==> src/rtl/perf_count_pkg.sv <==
// Constants shared by the line error performance counters.
// Assumes a 200 MHz i_mclk and single clock domain.
package perf_count_pkg;

  // ********************************************************
  // Counter geometry
  // ********************************************************
  localparam int          CNT_W        = 16;
  localparam logic [15:0] CNT_MAX      = 16'hffff;
  localparam logic [15:0] CNT_RESET    = 16'h0000;
  localparam int          HALF_W       = 8;

  // ********************************************************
  // Configuration bit positions
  // ********************************************************
  localparam int CFG_LINE_SEL_BIT = 0;
  localparam int CFG_SYNC_SEL_BIT = 1;
  localparam int CFG_FS_EN_BIT    = 2;
  localparam int CFG_W            = 3;

  // ********************************************************
  // Update source select codes
  // ********************************************************
  localparam logic [1:0] UPD_SECOND = 2'h0;
  localparam logic [1:0] UPD_FAST   = 2'h1;
  localparam logic [1:0] UPD_MANUAL = 2'h2;

  // ********************************************************
  // Timing
  // ********************************************************
  localparam longint CLK_HZ          = 200000000;
  localparam longint SECOND_NS       = 1000000000;
  localparam longint T1_FAST_US      = 42000;
  localparam longint E1_FAST_NS      = 62500000;
  localparam longint SECOND_CYCLES   = SECOND_NS * CLK_HZ / 1000000000;
  localparam longint T1_FAST_CYCLES  = T1_FAST_US * CLK_HZ / 1000000;
  localparam longint E1_FAST_CYCLES  = E1_FAST_NS * CLK_HZ / 1000000000;
  localparam int     TIMER_W         = 28;

  // ********************************************************
  // Zero run lengths
  // ********************************************************
  localparam logic [4:0] ZERO_RUN_AMI  = 5'h10;
  localparam logic [4:0] ZERO_RUN_B8ZS = 5'h08;

endpackage

==> src/rtl/sat_counter.sv <==
// Saturating accumulator with snapshot on update.
// Assumes synchronous active high reset on i_mclk.
`timescale 1ns/1ps
module sat_counter (
  input  wire logic        i_mclk,
  input  wire logic        i_sys_rst,
  input  wire logic        i_inc,
  input  wire logic        i_update,
  output logic [15:0]      o_count
);

  logic [15:0] acc_reg;
  logic [15:0] acc_next;
  logic [15:0] acc_plus;
  wire         at_max = (acc_reg == perf_count_pkg::CNT_MAX);

  // Stops at full scale, never wraps
  assign acc_plus = at_max ? acc_reg : acc_reg + 16'h0001;
  // Snapshot then restart; an event on the update cycle opens the next
  // interval only, so no event is ever reported twice
  assign acc_next = i_update ? (i_inc ? 16'h0001 : perf_count_pkg::CNT_RESET)
                             : (i_inc ? acc_plus : acc_reg);

  always_ff @(posedge i_mclk) begin
    if (i_sys_rst) begin
      acc_reg <= perf_count_pkg::CNT_RESET;
      o_count <= perf_count_pkg::CNT_RESET;
    end else begin
      acc_reg <= acc_next;
      if (i_update) begin
        o_count <= acc_reg;
      end
    end
  end

  a_never_wraps: assert property (@(posedge i_mclk) disable iff (i_sys_rst)
    (acc_reg == perf_count_pkg::CNT_MAX && !i_update)
      |=> acc_reg == perf_count_pkg::CNT_MAX)
    else $error("accumulator left full scale");

  a_snapshot_restart: assert property (@(posedge i_mclk)
    disable iff (i_sys_rst)
    i_update |=> (acc_reg == {15'h0000, $past(i_inc)} &&
                  o_count == $past(acc_reg)))
    else $error("snapshot or restart wrong");

endmodule

==> src/rtl/line_error_performance_counters.sv <==
// Line error performance counters for a T1/E1 receive framer.
// Assumes framer and decoder strobes arrive on i_mclk; the
// manual update pin is asynchronous and is synchronised here.
//
// Summary of operation
// Four counters: line, path, sync, far-end.
// Update on second, 42ms, 62.5ms or manual.
// Counters saturate, never wrap to zero.
// Latch on second or external manual input.
// Same-polarity consecutive marks are bipolar violations.
// Valid B8ZS/HDB3 codewords not counted as violations.
// E1 select 1 counts code violations instead.
// T1 adds 16 or 8 zero runs.
// Line counter ignores sync loss, saturates 65535.
// T1 path counts CRC-6, Ft, optionally Fs.
// T1 path counter inhibited during frame loss.
// E1 path counts CRC-4, inhibited on FAS/CRC-4 loss.
// Sixteen-bit count split into high, low halves.
// T1 multiframe out-of-sync count ignores frame loss.
// T1 F-bit error count inhibited by frame loss.
// E1 sync counts FAS errors, not while searching.
// E1 far-end counts zero E-bits frames 13, 15.
// Host picks violation type to suit line code.
// Timer pulse marks each automatic update.
// Frame loss is real-time, high while unsynchronised.
// Accumulator copied out then restarted each update.
`timescale 1ns/1ps
module line_error_performance_counters (
  input  wire logic       i_mclk,
  input  wire logic       i_sys_rst,
  // Mode and configuration
  input  wire logic       i_e1_mode,
  input  wire logic       i_esf_mode,
  input  wire logic       i_crc4_mode,
  input  wire logic       i_zcs_enable,
  input  wire logic [2:0] i_counter_configuration,
  input  wire logic [1:0] i_update_select,
  input  wire logic       i_manual_update,
  // Line decoder
  input  wire logic       i_mark_valid,
  input  wire logic       i_mark_pos,
  input  wire logic       i_mark_neg,
  input  wire logic       i_codeword_valid,
  // Framer events and status
  input  wire logic       i_crc_error,
  input  wire logic       i_ft_error,
  input  wire logic       i_fs_error,
  input  wire logic       i_fps_error,
  input  wire logic       i_fas_error,
  input  wire logic       i_multiframe_end,
  input  wire logic       i_multiframe_out_of_sync,
  input  wire logic       i_ebit_valid,
  input  wire logic       i_ebit_value,
  input  wire logic [3:0] i_frame_number,
  input  wire logic       i_receive_frame_loss,
  input  wire logic       i_fas_sync_loss,
  input  wire logic       i_crc4_sync_loss,
  input  wire logic       i_cas_sync_loss,
  input  wire logic       i_fas_search,
  input  wire logic       i_cas_search,
  input  wire logic       i_crc4_search,
  // Results
  output logic [7:0]      o_line_violation_count_hi,
  output logic [7:0]      o_line_violation_count_lo,
  output logic [7:0]      o_path_violation_count_hi,
  output logic [7:0]      o_path_violation_count_lo,
  output logic [7:0]      o_sync_error_count_hi,
  output logic [7:0]      o_sync_error_count_lo,
  output logic [7:0]      o_far_end_block_count_hi,
  output logic [7:0]      o_far_end_block_count_lo,
  output logic            o_frame_loss,
  output logic            o_update_timer_pulse
);

  // ********************************************************
  // Manual update synchroniser and edge detect
  // ********************************************************
  logic manual_meta_reg;
  logic manual_sync_reg;
  logic manual_prev_reg;
  wire  manual_event = manual_sync_reg & ~manual_prev_reg;

  always_ff @(posedge i_mclk) begin
    if (i_sys_rst) begin
      manual_meta_reg <= 1'b0;
      manual_sync_reg <= 1'b0;
      manual_prev_reg <= 1'b0;
    end else begin
      manual_meta_reg <= i_manual_update;
      manual_sync_reg <= manual_meta_reg;
      manual_prev_reg <= manual_sync_reg;
    end
  end

  // ********************************************************
  // Update interval timer
  // ********************************************************
  localparam logic [27:0] SEC_LAST =
    28'(perf_count_pkg::SECOND_CYCLES - 1);
  localparam logic [27:0] T1_LAST =
    28'(perf_count_pkg::T1_FAST_CYCLES - 1);
  localparam logic [27:0] E1_LAST =
    28'(perf_count_pkg::E1_FAST_CYCLES - 1);

  logic [27:0] timer_reg;
  logic [27:0] timer_next;
  logic        timer_pulse_reg;
  wire         sel_fast   = (i_update_select == perf_count_pkg::UPD_FAST);
  wire         sel_manual = (i_update_select == perf_count_pkg::UPD_MANUAL);
  // Fast interval follows the line standard
  wire  [27:0] timer_last = !sel_fast ? SEC_LAST
                          : (i_e1_mode ? E1_LAST : T1_LAST);
  wire         timer_wrap = (timer_reg >= timer_last);

  assign timer_next = timer_wrap ? 28'h000_0000 : timer_reg + 28'h000_0001;

  always_ff @(posedge i_mclk) begin
    if (i_sys_rst) begin
      timer_reg       <= 28'h000_0000;
      timer_pulse_reg <= 1'b0;
    end else begin
      timer_reg       <= timer_next;
      timer_pulse_reg <= timer_wrap;
    end
  end

  // Manual pin replaces the timer as the latch source
  wire update_strobe = sel_manual ? manual_event : timer_pulse_reg;
  // Timer pulse for host read scheduling in automatic modes
  assign o_update_timer_pulse = timer_pulse_reg & ~sel_manual;
  // Frame loss reported live
  assign o_frame_loss = i_receive_frame_loss;

  // ********************************************************
  // Bipolar and code violation detection
  // ********************************************************
  logic last_pol_reg;
  logic have_mark_reg;
  logic last_bpv_pol_reg;
  logic have_bpv_reg;
  logic [4:0] zero_run_reg;
  logic [4:0] zero_run_next;

  wire mark_now = i_mark_valid & (i_mark_pos ^ i_mark_neg);
  wire zero_now = i_mark_valid & ~i_mark_pos & ~i_mark_neg;
  // Consecutive marks of one polarity
  wire raw_bpv  = mark_now & have_mark_reg & (i_mark_pos == last_pol_reg);
  // Substitution codewords exempt when decoding enabled
  wire bpv      = raw_bpv & ~(i_zcs_enable & i_codeword_valid);
  // Two BPVs of the same polarity in a row
  wire cv       = bpv & have_bpv_reg & (i_mark_pos == last_bpv_pol_reg);
  wire [4:0] zero_limit = i_zcs_enable ? perf_count_pkg::ZERO_RUN_B8ZS
                                       : perf_count_pkg::ZERO_RUN_AMI;
  wire zero_hit = zero_now & (zero_run_next == zero_limit);
  wire line_sel = i_counter_configuration[perf_count_pkg::CFG_LINE_SEL_BIT];

  assign zero_run_next = !zero_now ? 5'h00
                       : (zero_run_reg == zero_limit) ? 5'h01
                       : zero_run_reg + 5'h01;

  always_ff @(posedge i_mclk) begin
    if (i_sys_rst) begin
      last_pol_reg     <= 1'b0;
      have_mark_reg    <= 1'b0;
      last_bpv_pol_reg <= 1'b0;
      have_bpv_reg     <= 1'b0;
      zero_run_reg     <= 5'h00;
    end else begin
      if (mark_now) begin
        last_pol_reg  <= i_mark_pos;
        have_mark_reg <= 1'b1;
      end
      if (bpv) begin
        last_bpv_pol_reg <= i_mark_pos;
        have_bpv_reg     <= 1'b1;
      end
      if (i_mark_valid) begin
        zero_run_reg <= zero_run_next;
      end
    end
  end

  // No sync inhibit on the line counter
  wire line_inc = i_e1_mode ? (line_sel ? cv : bpv)
                            : (bpv | (line_sel & zero_hit));

  // ********************************************************
  // Path, sync and far-end event qualification
  // ********************************************************
  wire fs_en   = i_counter_configuration[perf_count_pkg::CFG_FS_EN_BIT];
  wire fbit_md = i_counter_configuration[perf_count_pkg::CFG_SYNC_SEL_BIT];
  wire e1_lost = i_fas_sync_loss | i_crc4_sync_loss;

  wire t1_path = i_esf_mode ? i_crc_error
                            : (i_ft_error | (fs_en & i_fs_error));
  wire path_inc = i_e1_mode ? (i_crc_error & ~e1_lost)
                            : (t1_path & ~i_receive_frame_loss);

  wire t1_mos  = i_multiframe_end & i_multiframe_out_of_sync;
  wire t1_fbit = (i_esf_mode ? i_fps_error : i_ft_error)
               & ~i_receive_frame_loss;
  wire e1_sync = i_fas_error & ~i_receive_frame_loss & ~i_fas_search
               & ~i_cas_search & ~i_crc4_search;
  wire sync_inc = i_e1_mode ? e1_sync : (fbit_md ? t1_fbit : t1_mos);

  wire ebit_frame = (i_frame_number == 4'hd) | (i_frame_number == 4'hf);
  wire febe_inc = i_e1_mode & i_crc4_mode & i_ebit_valid & ~i_ebit_value
                & ebit_frame & ~e1_lost;

  // ********************************************************
  // Four saturating counters
  // ********************************************************
  logic [15:0] line_count;
  logic [15:0] path_count;
  logic [15:0] sync_count;
  logic [15:0] febe_count;

  sat_counter u_line_cnt (
    .i_mclk    (i_mclk),
    .i_sys_rst (i_sys_rst),
    .i_inc     (line_inc),
    .i_update  (update_strobe),
    .o_count   (line_count)
  );
  sat_counter u_path_cnt (
    .i_mclk    (i_mclk),
    .i_sys_rst (i_sys_rst),
    .i_inc     (path_inc),
    .i_update  (update_strobe),
    .o_count   (path_count)
  );
  sat_counter u_sync_cnt (
    .i_mclk    (i_mclk),
    .i_sys_rst (i_sys_rst),
    .i_inc     (sync_inc),
    .i_update  (update_strobe),
    .o_count   (sync_count)
  );
  sat_counter u_febe_cnt (
    .i_mclk    (i_mclk),
    .i_sys_rst (i_sys_rst),
    .i_inc     (febe_inc),
    .i_update  (update_strobe),
    .o_count   (febe_count)
  );

  // High half first register, low half second
  assign o_line_violation_count_hi = line_count[15:8];
  assign o_line_violation_count_lo = line_count[7:0];
  assign o_path_violation_count_hi = path_count[15:8];
  assign o_path_violation_count_lo = path_count[7:0];
  assign o_sync_error_count_hi     = sync_count[15:8];
  assign o_sync_error_count_lo     = sync_count[7:0];
  assign o_far_end_block_count_hi  = febe_count[15:8];
  assign o_far_end_block_count_lo  = febe_count[7:0];

  // ********************************************************
  // Checks
  // ********************************************************
  a_path_t1_inhibit: assert property (@(posedge i_mclk)
    disable iff (i_sys_rst)
    (!i_e1_mode && i_receive_frame_loss) |-> !path_inc)
    else $error("T1 path counted during frame loss");

  a_path_e1_inhibit: assert property (@(posedge i_mclk)
    disable iff (i_sys_rst)
    (i_e1_mode && e1_lost) |-> (!path_inc && !febe_inc))
    else $error("E1 path or far-end counted during sync loss");

  a_line_bpv_count: assert property (@(posedge i_mclk)
    disable iff (i_sys_rst)
    (!i_e1_mode && bpv) |-> line_inc)
    else $error("violation not counted");

  a_codeword_exempt: assert property (@(posedge i_mclk)
    disable iff (i_sys_rst)
    (i_zcs_enable && i_codeword_valid && !line_sel) |-> !line_inc)
    else $error("codeword counted as violation");

  a_sync_search_off: assert property (@(posedge i_mclk)
    disable iff (i_sys_rst)
    (i_e1_mode && (i_fas_search || i_cas_search || i_crc4_search))
      |-> !sync_inc)
    else $error("FAS error counted while searching");

  a_fbit_inhibit: assert property (@(posedge i_mclk)
    disable iff (i_sys_rst)
    (!i_e1_mode && fbit_md && i_receive_frame_loss) |-> !sync_inc)
    else $error("F-bit error counted during frame loss");

  a_febe_frames: assert property (@(posedge i_mclk)
    disable iff (i_sys_rst)
    febe_inc |-> (ebit_frame && i_crc4_mode))
    else $error("far-end count outside frames 13 and 15");

  a_manual_latch: assert property (@(posedge i_mclk)
    disable iff (i_sys_rst)
    (sel_manual && $rose(manual_sync_reg)) |-> update_strobe)
    else $error("manual update not applied");

  a_timer_period: assert property (@(posedge i_mclk)
    disable iff (i_sys_rst)
    timer_wrap |=> (timer_reg == 28'h000_0000 && timer_pulse_reg))
    else $error("interval timer did not restart");

  c_manual_update: cover property (@(posedge i_mclk)
    sel_manual && update_strobe);
  c_line_count: cover property (@(posedge i_mclk) line_inc && zero_hit);
  c_e1_febe: cover property (@(posedge i_mclk) febe_inc);
  c_code_violation: cover property (@(posedge i_mclk) i_e1_mode && cv);
  c_cas_loss_count: cover property (@(posedge i_mclk)
    i_e1_mode && i_cas_sync_loss && path_inc);

endmodule

==> config.mk <==
export PLATFORM = sky130hd
export DESIGN_NAME = line_error_performance_counters
export DESIGN_NICKNAME = d
export VERILOG_FILES = /design/src/rtl/perf_count_pkg.sv /design/src/rtl/sat_counter.sv /design/src/rtl/line_error_performance_counters.sv
export SDC_FILE = /design/constraint.sdc
export NUM_CORES = 1
export LEC_CHECK = 0
export BUFFER_PORTS_ARGS = -buffer_cell sky130_fd_sc_hd__buf_2
export CORE_AREA = 4 4 146 148
export CTS_BUF_LIST = sky130_fd_sc_hd__clkbuf_8
export CTS_CLUSTER_DIAMETER = 40
export DETAILED_ROUTE_END_ITERATION = 8
export DIE_AREA = 0 0 150 152
export PLACE_DENSITY = 0.68
export SLEW_MARGIN = 40
export SYNTH_ARGS = -nofsm -noshare
export SYNTH_HDL_FRONTEND = slang
export SYNTH_SLANG_ARGS = --single-unit
==> constraint.sdc <==
create_clock -name i_mclk -period 4.3 [get_ports i_mclk]
set_input_delay 0.645 -clock i_mclk [delete_from_list [all_inputs] [get_ports i_mclk]]
set_output_delay 0.645 -clock i_mclk [all_outputs]
set_load 0.01 [all_outputs]
# Yosys cells after proc, flatten, opt, wreduce, memory -nomap -nowiden
# Index checks and enable logic that the tools add are counted.
[op_classes] addsub=6 n_lt_le_gt_ge=1 eq_ne=16 mux=29 bitwise_logic=43 n_reduce_logical=9
[op_table] cell="16-bit 2-to-1 mux" n=12
[op_table] cell="16-bit by 1-bit adder with 16-bit output, second input constant" n=4
[op_table] cell="16-bit == test, second input constant" n=4
[op_table] cell="28-bit by 1-bit adder with 28-bit output, second input constant" n=1
[op_table] cell="28-bit >= comparator" n=1
[op_table] cell="28-bit 2-to-1 mux" n=1
[op_table] cell="1-bit bitwise AND" n=27
[op_table] cell="22-bit 2-to-1 mux" n=1
[op_table] cell="5-bit 2-to-1 mux" n=3
[op_table] cell="1-bit 2-to-1 mux" n=12
[op_table] cell="1-bit inverter" n=11
[op_table] cell="5-bit == test" n=2
[op_table] cell="4-bit == test, second input constant" n=2
[op_table] cell="2-bit by 1-bit inequality test with 1-bit output, second input constant" n=4
[op_table] cell="2-bit AND reduction" n=4
[op_table] cell="2-bit nonzero test" n=4
[op_table] cell="5-bit by 1-bit adder with 5-bit output, second input constant" n=1
[op_table] cell="1-bit OR" n=4
[op_table] cell="1-bit == test" n=2
[op_table] cell="2-bit by 1-bit == test with 1-bit output, second input constant" n=1
[op_table] cell="2-bit == test, second input constant" n=1
[op_table] cell="2-bit OR reduction" n=1
[op_table] cell="1-bit XOR" n=1
[word_totals] ff_bits=169 inputBits=36 out_inout_bits=66 wordCells=122

# Logic depth before layout (Yosys ltp)
# Gate-level depths: netlist of run 1.
[depth] ltp_word=11 depth_mapped=13 mapped_depth_nobuf=11

# Cells and area by module
# Synthesis of run 1 repeated with hierarchy kept, for this count alone.
[hier_totals] cells_unflattened=897 hier_area_um2=7997.7
[by_module_without_submodules] mod="sat_counter" instances=4 cells_each=148 area_each_um2=1373.8 seq_area_each_um2=640.6
[by_module_without_submodules] mod="line_error_performance_counters" instances=1 cells_each=305 area_each_um2=2502.4 seq_area_each_um2=820.8

# Least setup slack after synthesis of run 1
# No wires, ideal clock.
[synth_path] kind="input to register" from="input port i_update_select[1]" to="register timer_reg[12]" setup_ns=0.064 t_arrival_ns=2.902 required_time_ns=4.236 path_slack_ns=1.334 path_stages=13 n_path_buf=2 cell_sequence="nand2b_1 inv_1 nand2_1 inv_1 ha_1 a21oi_1 o21ai_0 a211oi_1 nor4_1 or4_1 buf_2 buf_2 nor2_1"
[synth_via] elab_chain_len=4
[synth_lines] item="from (decl)" line="line_error_performance_counters.sv:37" rtl="input wire logic [1:0] i_update_select,"
[synth_lines] item="2-bit by 1-bit == test with 1-bit output" line="line_error_performance_counters.sv:108" rtl="wire sel_fast = (i_update_select == perf_count_pkg::UPD_FAST);"
[synth_lines] item="28-bit 2-to-1 mux" line="line_error_performance_counters.sv:111" rtl="wire [27:0] timer_last = !sel_fast ? SEC_LAST"
[synth_lines] item="28-bit >= comparator" line="line_error_performance_counters.sv:113" rtl="wire timer_wrap = (timer_reg >= timer_last);"
[synth_lines] item="2-bit OR reduction (no source line)"
[synth_lines] item="to (signal assigned)" line="line_error_performance_counters.sv:122" rtl="timer_reg <= timer_next;"
[synth_lines] item="to (decl)" line="line_error_performance_counters.sv:105" rtl="logic [27:0] timer_reg;"
# No other way between the ends.
# A chain may end at the register's enable or synchronous reset.

# Worst setup path in the final report of run 1
[layout_path] from="input port i_update_select[1]" to="register timer_reg[27]"
# Same word-level chain as after synthesis.

==> results of run 1 <==
[power by group]
group	internal (W)	switching [W]	leakage (nW)
clock	0.000488	0.000617	0.192
combinational	0.0000433	0.0000813	1.88
sequential	0.00157	0.00000891	1.36
total	0.00210	0.000707	3.43
[final cells by class]
cell class                      instances  share of cell area, %
Multi-Input combinational cell        733                  47.40
Sequential cell                       169                  37.65
Timing Repair Buffer                  107                  6.210
Tap cell                              270                  3.759
Clock buffer                           18                  2.757
Clock inverter                         13                  1.518
Inverter                               17                 0.7101
[per-stage QoR]
stage / total power, W / instance area (um^2) / setup WS, ns
after global routing: 0.002935 / 8986 / 1.139
after CTS: 0.002851 / 8967 / 1.453
after floorplan: 0.001699 / 7861 / 1.334
after global placement: 0.001740 / 8579 / 1.033
final: 0.002811 / 8986 / 1.467
after detailed placement: 0.001743 / 8583 / 0.9860
[per-layer routing]
| layer | part of all wire, % | global-route usage (%) |
|---|---|---|
| met1 | 47 | 19.90 |
| met2 | 47 | 25.73 |
| met3 | 3.3 | 3.217 |
| met4 | 2.5 | 6.580 |
| met5 | 0 | 0 |
[cell usage after synthesis, types with 3 or more instances]
master and n:
mux2i_1 16, dfxtp_1 169, inv_1 17, buf_1 5, nand2_1 202, nor3b_1 4
a21oi_1 91, buf_2 8, or3_1 15, and2_1 6, a211oi_1 3, nor2b_1 11
and4_1 8, nor3_1 21, nand3_1 32, nand2b_1 9, o21ai_0 14, nand4_1 25
o211ai_1 13, and3_1 10, ha_1 27, a21o_1 6, clkbuf_1 31, nor4_1 13
o31ai_1 3, xnor2_1 39, xor2_1 28, nor2_1 99
[worst paths after layout]
path / cells after the start / end / slack [ns] / startpoint
setup / recovery: 13 / timer_reg[27]$_SDFF_PP0_ / 1.47 / i_update_select[1]
hold / removal: 2 / manual_meta_reg$_SDFF_PP0_ / 0.39 / i_manual_update
setup reg to reg: 7 / u_line_cnt.acc_reg[12]$_SDFFE_PP0P_ / 1.92 / zero_run_reg[0]$_SDFFE_PP0P_
hold reg to reg: 1 / manual_sync_reg$_SDFF_PP0_ / 0.45 / manual_meta_reg$_SDFF_PP0_
[worst max-delay path, stage by stage]
cell and delay [ns]:
buf_2 0.10, nand2b_1 0.20, inv_1 0.27, nand2_1 0.21, inv_1 0.12, ha_1 0.24
a21oi_1 0.14, o21ai_0 0.10, a211oi_1 0.25, nor4_1 0.10, or4_1 0.52, buf_4 0.22
nor2_1 0.12
[logic make-up (layout without fill, tap and decap cells)]
logic type,count (synthesis),after routing,synth area share (%)
AOI/OAI and AO/OA,151,151,11.81
DFF,169,169,43.04
and+or+nand+nor,471,471,27.98
buffers and inverters,63,155,3.231
adders and majority gates,27,27,4.297
xor gates and xnor gates,67,67,7.465
muxes,17,17,2.180
==> results by stage, run 1 <==
STA:
- Setup violations remaining at the end of the flow were counted as 0.
- Hold is met by 0.3912 ns.
- The transition time of the tightest slew-check pin is 0.7904 ns.
- The total count of hold-check failures in the final report came to 0.
- Setup total negative slack on the finished layout was measured at 0 ns.
- Setup repair after global routing left no endpoint under its margin.
- Of the available clock period, the critical path in the final layout requires 65.89%.
- The maximum clock frequency is 0.3529 GHz.
- The number of max-slew violations in the final report is 0.
- The worst clock skew is 0.01301 ns.
- The smallest clock period supported by the final layout is computed as 2.833 ns.
- The tightest slew margin relative to the limit is 47.31%.

Clocking:
- Buffers inserted to repair hold after CTS numbered 0.
- TritonCTS built the clock tree.
- Counting along the longest clock path gives a buffer depth of 2.
- The CTS H-tree depth is 4.
- The cell at the root of the clock tree is clkbuf_8.
- The post-CTS setup-driven buffer insertion count is 0.
- Once the clock tree was built, the resizer swapped 0 gates to a different size.
- The total CTS buffers is 17.
- CTS saw 169 sinks.
- After clock tree synthesis, the clock-pin slew on the worst setup and hold paths is 0.09 ns.
- The clock insertion delay at the later pin of the skew report is 0.47 ns.

Yosys:
- By area the synthesized netlist is led by dfxtp_1 (43%), nand2_1 (9.6%), a21oi_1 (5.8%).
- The distinct cell type count after synthesis is 58.
- Among all flip-flop cells after synthesis, the most frequent one is dfxtp_1.
- The Yosys step of the flow raised 0 warnings.
- The synthesized area is 7861 um^2.
- The share of the Yosys chip area taken by registers is 43.04%.
- The number of enable flip-flop cells after synthesis is 0.
- The top cell type by area accounts for 43.04% of the synthesized area.
- dfxtp_1 takes more of the synthesized area than any other cell.
- The net count after synthesis is 1028.
- For this run, asynchronously set or reset flops after synthesis account for 0%.
- A synthesized cell averages 8.146 um^2.
- The flip-flop and latch count after synthesis is 169.
- The instance count of the mapped netlist is 965.

Floorplan:
- 102 I/O pins were placed.
- After floorplanning, the core was divided into 52 placement rows.
- The initial utilization of the core area, before any placement, comes to 39.23%.
- The die covers 22800 um^2.
- The total core area is 20040 um^2.
- The vertical extent of the die is 152 um.
- The die width is 150 um.

Setup path:
- The sort of element at the start of the critical path is an input pin.
- By startpoint and endpoint, the worst setup path is classified as input pin to flop.
- The required time reported for the critical path endpoint is 4.69 ns.
- The nature of the critical path endpoint is a flop.
- The data arrival time of the critical path is 3.23 ns.
- In this run the worst path has a maximum fanout of 16.

Cells and area:
- The most common cell after layout, fill and taps aside is nand2_1.
- Compared with the post-synthesis result, the final layout area differs by 14.31%.
- After filler insertion, the fill cell instance count of the layout stands at 2063.
- The share of the core filled with cells is 44.84%.
- The area taken by flip-flops and latches is 3383 um^2.
- Leaving out fill and tap cells, the most frequent cells in the layout are nand2_1 (202), dfxtp_1 (169), nor2_1 (99).
- The number of diodes is 0.
- Cells with a size suffix above 1 make up 14.38% of the layout.
- The finished layout holds 1327 standard cells, fillers aside.
- The flip-flop count of the largest register after layout is 28.
- Summing all multi-input logic gate instances after layout gives 4259 um^2.
- In the final design database the tool counted 1108 nets.

Power and ir drop:
- The worst vdd rail ir drop is 0.1815 mV.
- The total power per unit cell area is 312.8 nW/um^2.
- The analysis attributes to cell leakage a power of 3.434 nW.

GRT:
- The via count of the first global-routing pass was 6354.
- The total global-route track usage is 15.65%.
- The initial antenna violation count is 0.
- The first global-routing pass estimated 29940 um of wire.
- For this run the aggregate overflow at the end of global routing stands at 0.
- Entering global routing, the biggest net connects 69 pins.

Routing:
- The total length of routed wires is 17420 um.
- The overall via count from detail_route is 6660.
- The detail-routed net length per standard cell is 13.13 um.
- The count of nets left with antenna violations once routing finished came out at 0.
- The post-detailed-route via-to-cell ratio is 5.019.
- The detailed router finished its first iteration with 305 violations.
- For this run, the detailed router's first-pass iteration total came to 4.
- The count of unresolved DRC violations after routing is 0.

Placement:
- Port buffering added 99 buffers.
- The routability congestion estimate is 0.7905.
- Once placement completed, the tool counted placed cells totaling 1296.
- The half-perimeter wire length of the detailed placement result is 12100 um.

Worst hold path:
- The path class of the tightest hold or removal check is input pin to flop.

Status:
- The flow ran to the end, and the final reports show no timing, DRC or antenna violations.

Flow run:
- The number of violations of the max-capacitance limit is 0.
No activity file was read; power rests on OpenSTA's default activity.
==> run 2: changes to the inputs <==
Settings changed: ABC_AREA set to 1, CORE_AREA 4 4 146 148 to 4 4 150 152, DIE_AREA 0 0 150 152 to 0 0 154 156, PLACE_DENSITY 0.68 to 0.7.
Clock period 4.3 ns to 2.39 ns, I/O delays scaled along.
==> results by stage, run 2 <==
Routing:
- The total length of routed wires is 20280 um (+16%).
- The number of iterations in the first detailed-routing pass is 7 (+3).
- The number of nets with antenna violations after detailed routing was 0 (unchanged).
- The overall via count from detail_route is 7597 (+14%).
- The post-detailed-route via-to-cell ratio was 4.959 (-1.2%).
- The detail-routed net length per standard cell is 13.24 um (+0.82%).
- The count of routing violations after the opening detailed-route iteration came to 412 (+35%).
- The count of unresolved DRC violations after routing is 0 (unchanged).

GRT:
- The initial antenna violation count is 0 (unchanged).
- The global-route wire length before repair came to 33660 um (+12%).
- The global routing met1 resource utilization is 22.36% (+2.5 points).
- The met3 demand-to-capacity share in global routing came to 3.773% (+0.56 points).
- The via count of the first global-routing pass was 7101 (+12%).
- The global route total overflow is 0 (unchanged).
- The total global-route track usage is 16.76% (+1.1 points).
- The met2 track demand over resource came to 27.43% (+1.7 points).
- The maximum number of pins on one net before global-route repair is 100 (+45%).
- The layer flagged by global routing as most heavily used is met2.

Placement:
- The number of I/O port buffers is 99 (unchanged).
- The routability congestion estimate is 0.8648 (+9.4%).
- The worst slack after detailed placement came to -0.06740 ns (-1.053 ns).
- The half-perimeter wire length of the detailed placement result came to 14780 um (+22%).

Floorplan:
- The die width is 154 um (+2.7%).
- The number of rows in the core area came to 53 (+1.9%).
- The top-level I/O count came to 102 (unchanged).
- The floorplan die area was 24020 um^2 (+5.4%).
- The total core area came to 21020 um^2 (+4.9%).
- The initial core utilization was 39.53% (+0.30 points).
- The vertical extent of the die was 156 um (+2.6%).

Yosys:
- The commonest cells after synthesis are nand2_1 (193), nor2_1 (187), dfxtp_1 (169).
- The most repeated cell in the gate-level netlist after synthesis is nand2_1.
- The flip-flop and latch count after synthesis is 169 (unchanged).
- The number of enable flip-flop cells after synthesis came to 0 (unchanged).
- The instance count of the mapped netlist came to 1150 (+19%).
- The distinct cell type count after synthesis is 50 (-14%).
- The cell taking the most area after synthesis is dfxtp_1.
- The share of the synthesized area in the top cell type is 40.72% (-2.3 points).
- The number of synthesis warnings is 0 (unchanged).
- The most used flip-flop cell after synthesis is dfxtp_1.
- The synthesized area is 8309 um^2 (+5.7%).
- After synthesis, the cell types taking the most area are dfxtp_1 (41%), nand2_1 (8.7%), nor2_1 (8.4%).
- The average size of a mapped cell was 7.225 um^2 (-11%).
- The proportion of synthesized flip-flops having asynchronous set or reset is 0% (unchanged).
- The sequential area share after synthesis is 40.72% (-2.3 points).
- The net count after synthesis is 1213 (+18%).

Power and ir drop:
- The total power per unit cell area is 554.6 nW/um^2 (+77%).
- The worst vdd rail ir drop is 0.3423 mV (+89%).
- The standby leakage power came to 3.988 nW (+16%).

Setup path:
- The maximum fanout along the worst path is 14 (-2).
- The data arrival time of the critical path is 2.54 ns (-0.69 ns).
- The worst setup path is launched from a flop.
- The start-to-end type of the worst setup path is flop to flop.
- The worst setup path is captured at a flop.
- The required time reported for the critical path endpoint is 2.79 ns (-1.90 ns).

STA:
- Setup repair after global routing left no endpoint under its margin.
- The tightest slew margin relative to the limit is 59.46% (+12 points).
- The final worst-path setup slack is 0.2446 ns (-1.222 ns).
- For this run, the top clock speed supported by timing is 0.4661 GHz.
- The final-layout worst hold slack is 0.1084 ns (-0.2828 ns).
- The total count of hold-check failures in the final report is 0 (unchanged).
- The number of max-slew violations in the final report is 0 (unchanged).
- The worst path in the final design needs a cycle of 2.145 ns, including I/O delays and setup.
- The transition time of the tightest slew-check pin was 0.6073 ns (-0.1832 ns).
- Of the available clock period, the critical path in the final layout requires 89.77%.
- The worst clock skew is 0.01205 ns (-0.0009582 ns).
- The number of failing setup endpoints in the final timing report was 0 (unchanged).

Clocking:
- The post-CTS resize count is 0 (unchanged).
- The cell at the root of the clock tree is clkbuf_8.
- The total CTS buffers was 17 (unchanged).
- The number of sinks handled by clock tree synthesis is 169 (unchanged).
- The post-CTS setup-driven buffer insertion count came to 0 (unchanged).
- The clock insertion delay at the later pin of the skew report is 0.47 ns (about the same).
- TritonCTS built the clock tree.
- The largest buffer count on any clock path is 2 (unchanged).
- The CTS H-tree depth is 4 (unchanged).
- The clock slew at the register clock pins of the worst setup and hold paths was 0.10 ns (about the same).
- The number of hold buffers added after cts is 0 (unchanged).

Flow run:
- The number of violations of the max-capacitance limit was 0 (unchanged).

Cells and area:
- The area added between synthesis and finish is 14.44%.
- The share of post-route cells with drive strength above 1 is 16.79% (+2.4 points).
- The number of diodes is 0 (unchanged).
- Leaving out fill and tap cells, the most frequent cell in the layout is nand2_1.
- The flip-flop count of the largest register after layout came to 28 (unchanged).
- In the layout the commonest cells are nand2_1 (192), nor2_1 (185), dfxtp_1 (169).
- The number of nets in the layout is 1308 (+18%).

Worst hold path:
- The worst hold path class is input pin to flop.

Status:
- The run finished with clean final reports.
## run 2: changes by cell type after synthesis, sizes merged, moves of 16 or more
cell / previous run / this run
inv: 17 / 117
nor2: 99 / 194
o21ai: 16 / 88
nand3: 32 / 72
xnor2: 39 / 9
nor3: 22 / 42
a21oi: 91 / 107
mux2i: 16 / 0
## run 2: worst max-delay path: stages, from the launching register on
cell	delay, ns
dfxtp_1	0.40
ha_1	0.19
nand2_1	0.09
nor3_2	0.26
nand3_2	0.16
nor4_4	0.19
nand2_2	0.26
nand2_1	0.27
nand3_1	0.10
a21oi_1	0.15
## run 2: layout make-up
class / instances / area [um^2]
sequential: 169 / 3383
inverter: 118 / 442.9
multi-input combinational: 826 / 4310
clock inverter: 12 / 141.4
clock buffer: 19 / 261.5
tap: 275 / 344.1
timing repair buffer: 113 / 625.6
fill: 2120 / 11510
## run 2: stage by stage
stage               power (W)  utilization (%)  instances  setup TNS (ns)  cell area (um^2)
CTS                  0.005330            45.24       1532               0              9509
global route         0.005486            45.24       1532               0              9509
global placement     0.003240            43.32       1501               0              9106
detailed placement   0.003247            43.32       1501         -0.3664              9106
floorplan            0.003121                -       1150               0              8317
finish               0.005274            45.24       1532               0              9509
## run 2: kinds of logic (layout without fill, tap and decap cells)
group                    count (synthesis)  in the layout  synth area share, %
XOR/XNOR                                32             32                3.373
AO/OA/AOI/OAI                          212            212                13.52
adder cells (fa/ha/maj)                 27             27                4.066
flip-flops                             169            169                40.72
buffers and inverters                  155            262                7.619
AND/OR/NAND/NOR                        555            555                30.70
## run 2: where the power goes
| part | total [W] | switching [W] | internal, W |
|---|---|---|---|
| Sequential | 0.00287 | 0.0000237 | 0.00285 |
| Clock | 0.00209 | 0.00110 | 0.000998 |
| Combinational | 0.000305 | 0.000199 | 0.000105 |
| Total | 0.00527 | 0.00132 | 0.00395 |
## run 2: path summary, 6_finish.rpt
path                                      start                             endpoint  slack (ns)  cells past startpoint
max          u_line_cnt.acc_reg[0]$_SDFFE_PP0P_  u_line_cnt.acc_reg[14]$_SDFFE_PP0P_        0.24                      9
max reg2reg  u_line_cnt.acc_reg[0]$_SDFFE_PP0P_  u_line_cnt.acc_reg[14]$_SDFFE_PP0P_        0.24                      9
min reg2reg          manual_meta_reg$_SDFF_PP0_           manual_sync_reg$_SDFF_PP0_        0.40                      2
min                             i_manual_update           manual_meta_reg$_SDFF_PP0_        0.11                      3
## run 2: routing by layer
layer  share of wire [%]  up-vias
li1                    -     3968
met1                  49     3452
met2                  45      157
met3                 5.0       20
met4                 1.2        0
met5                   0        -
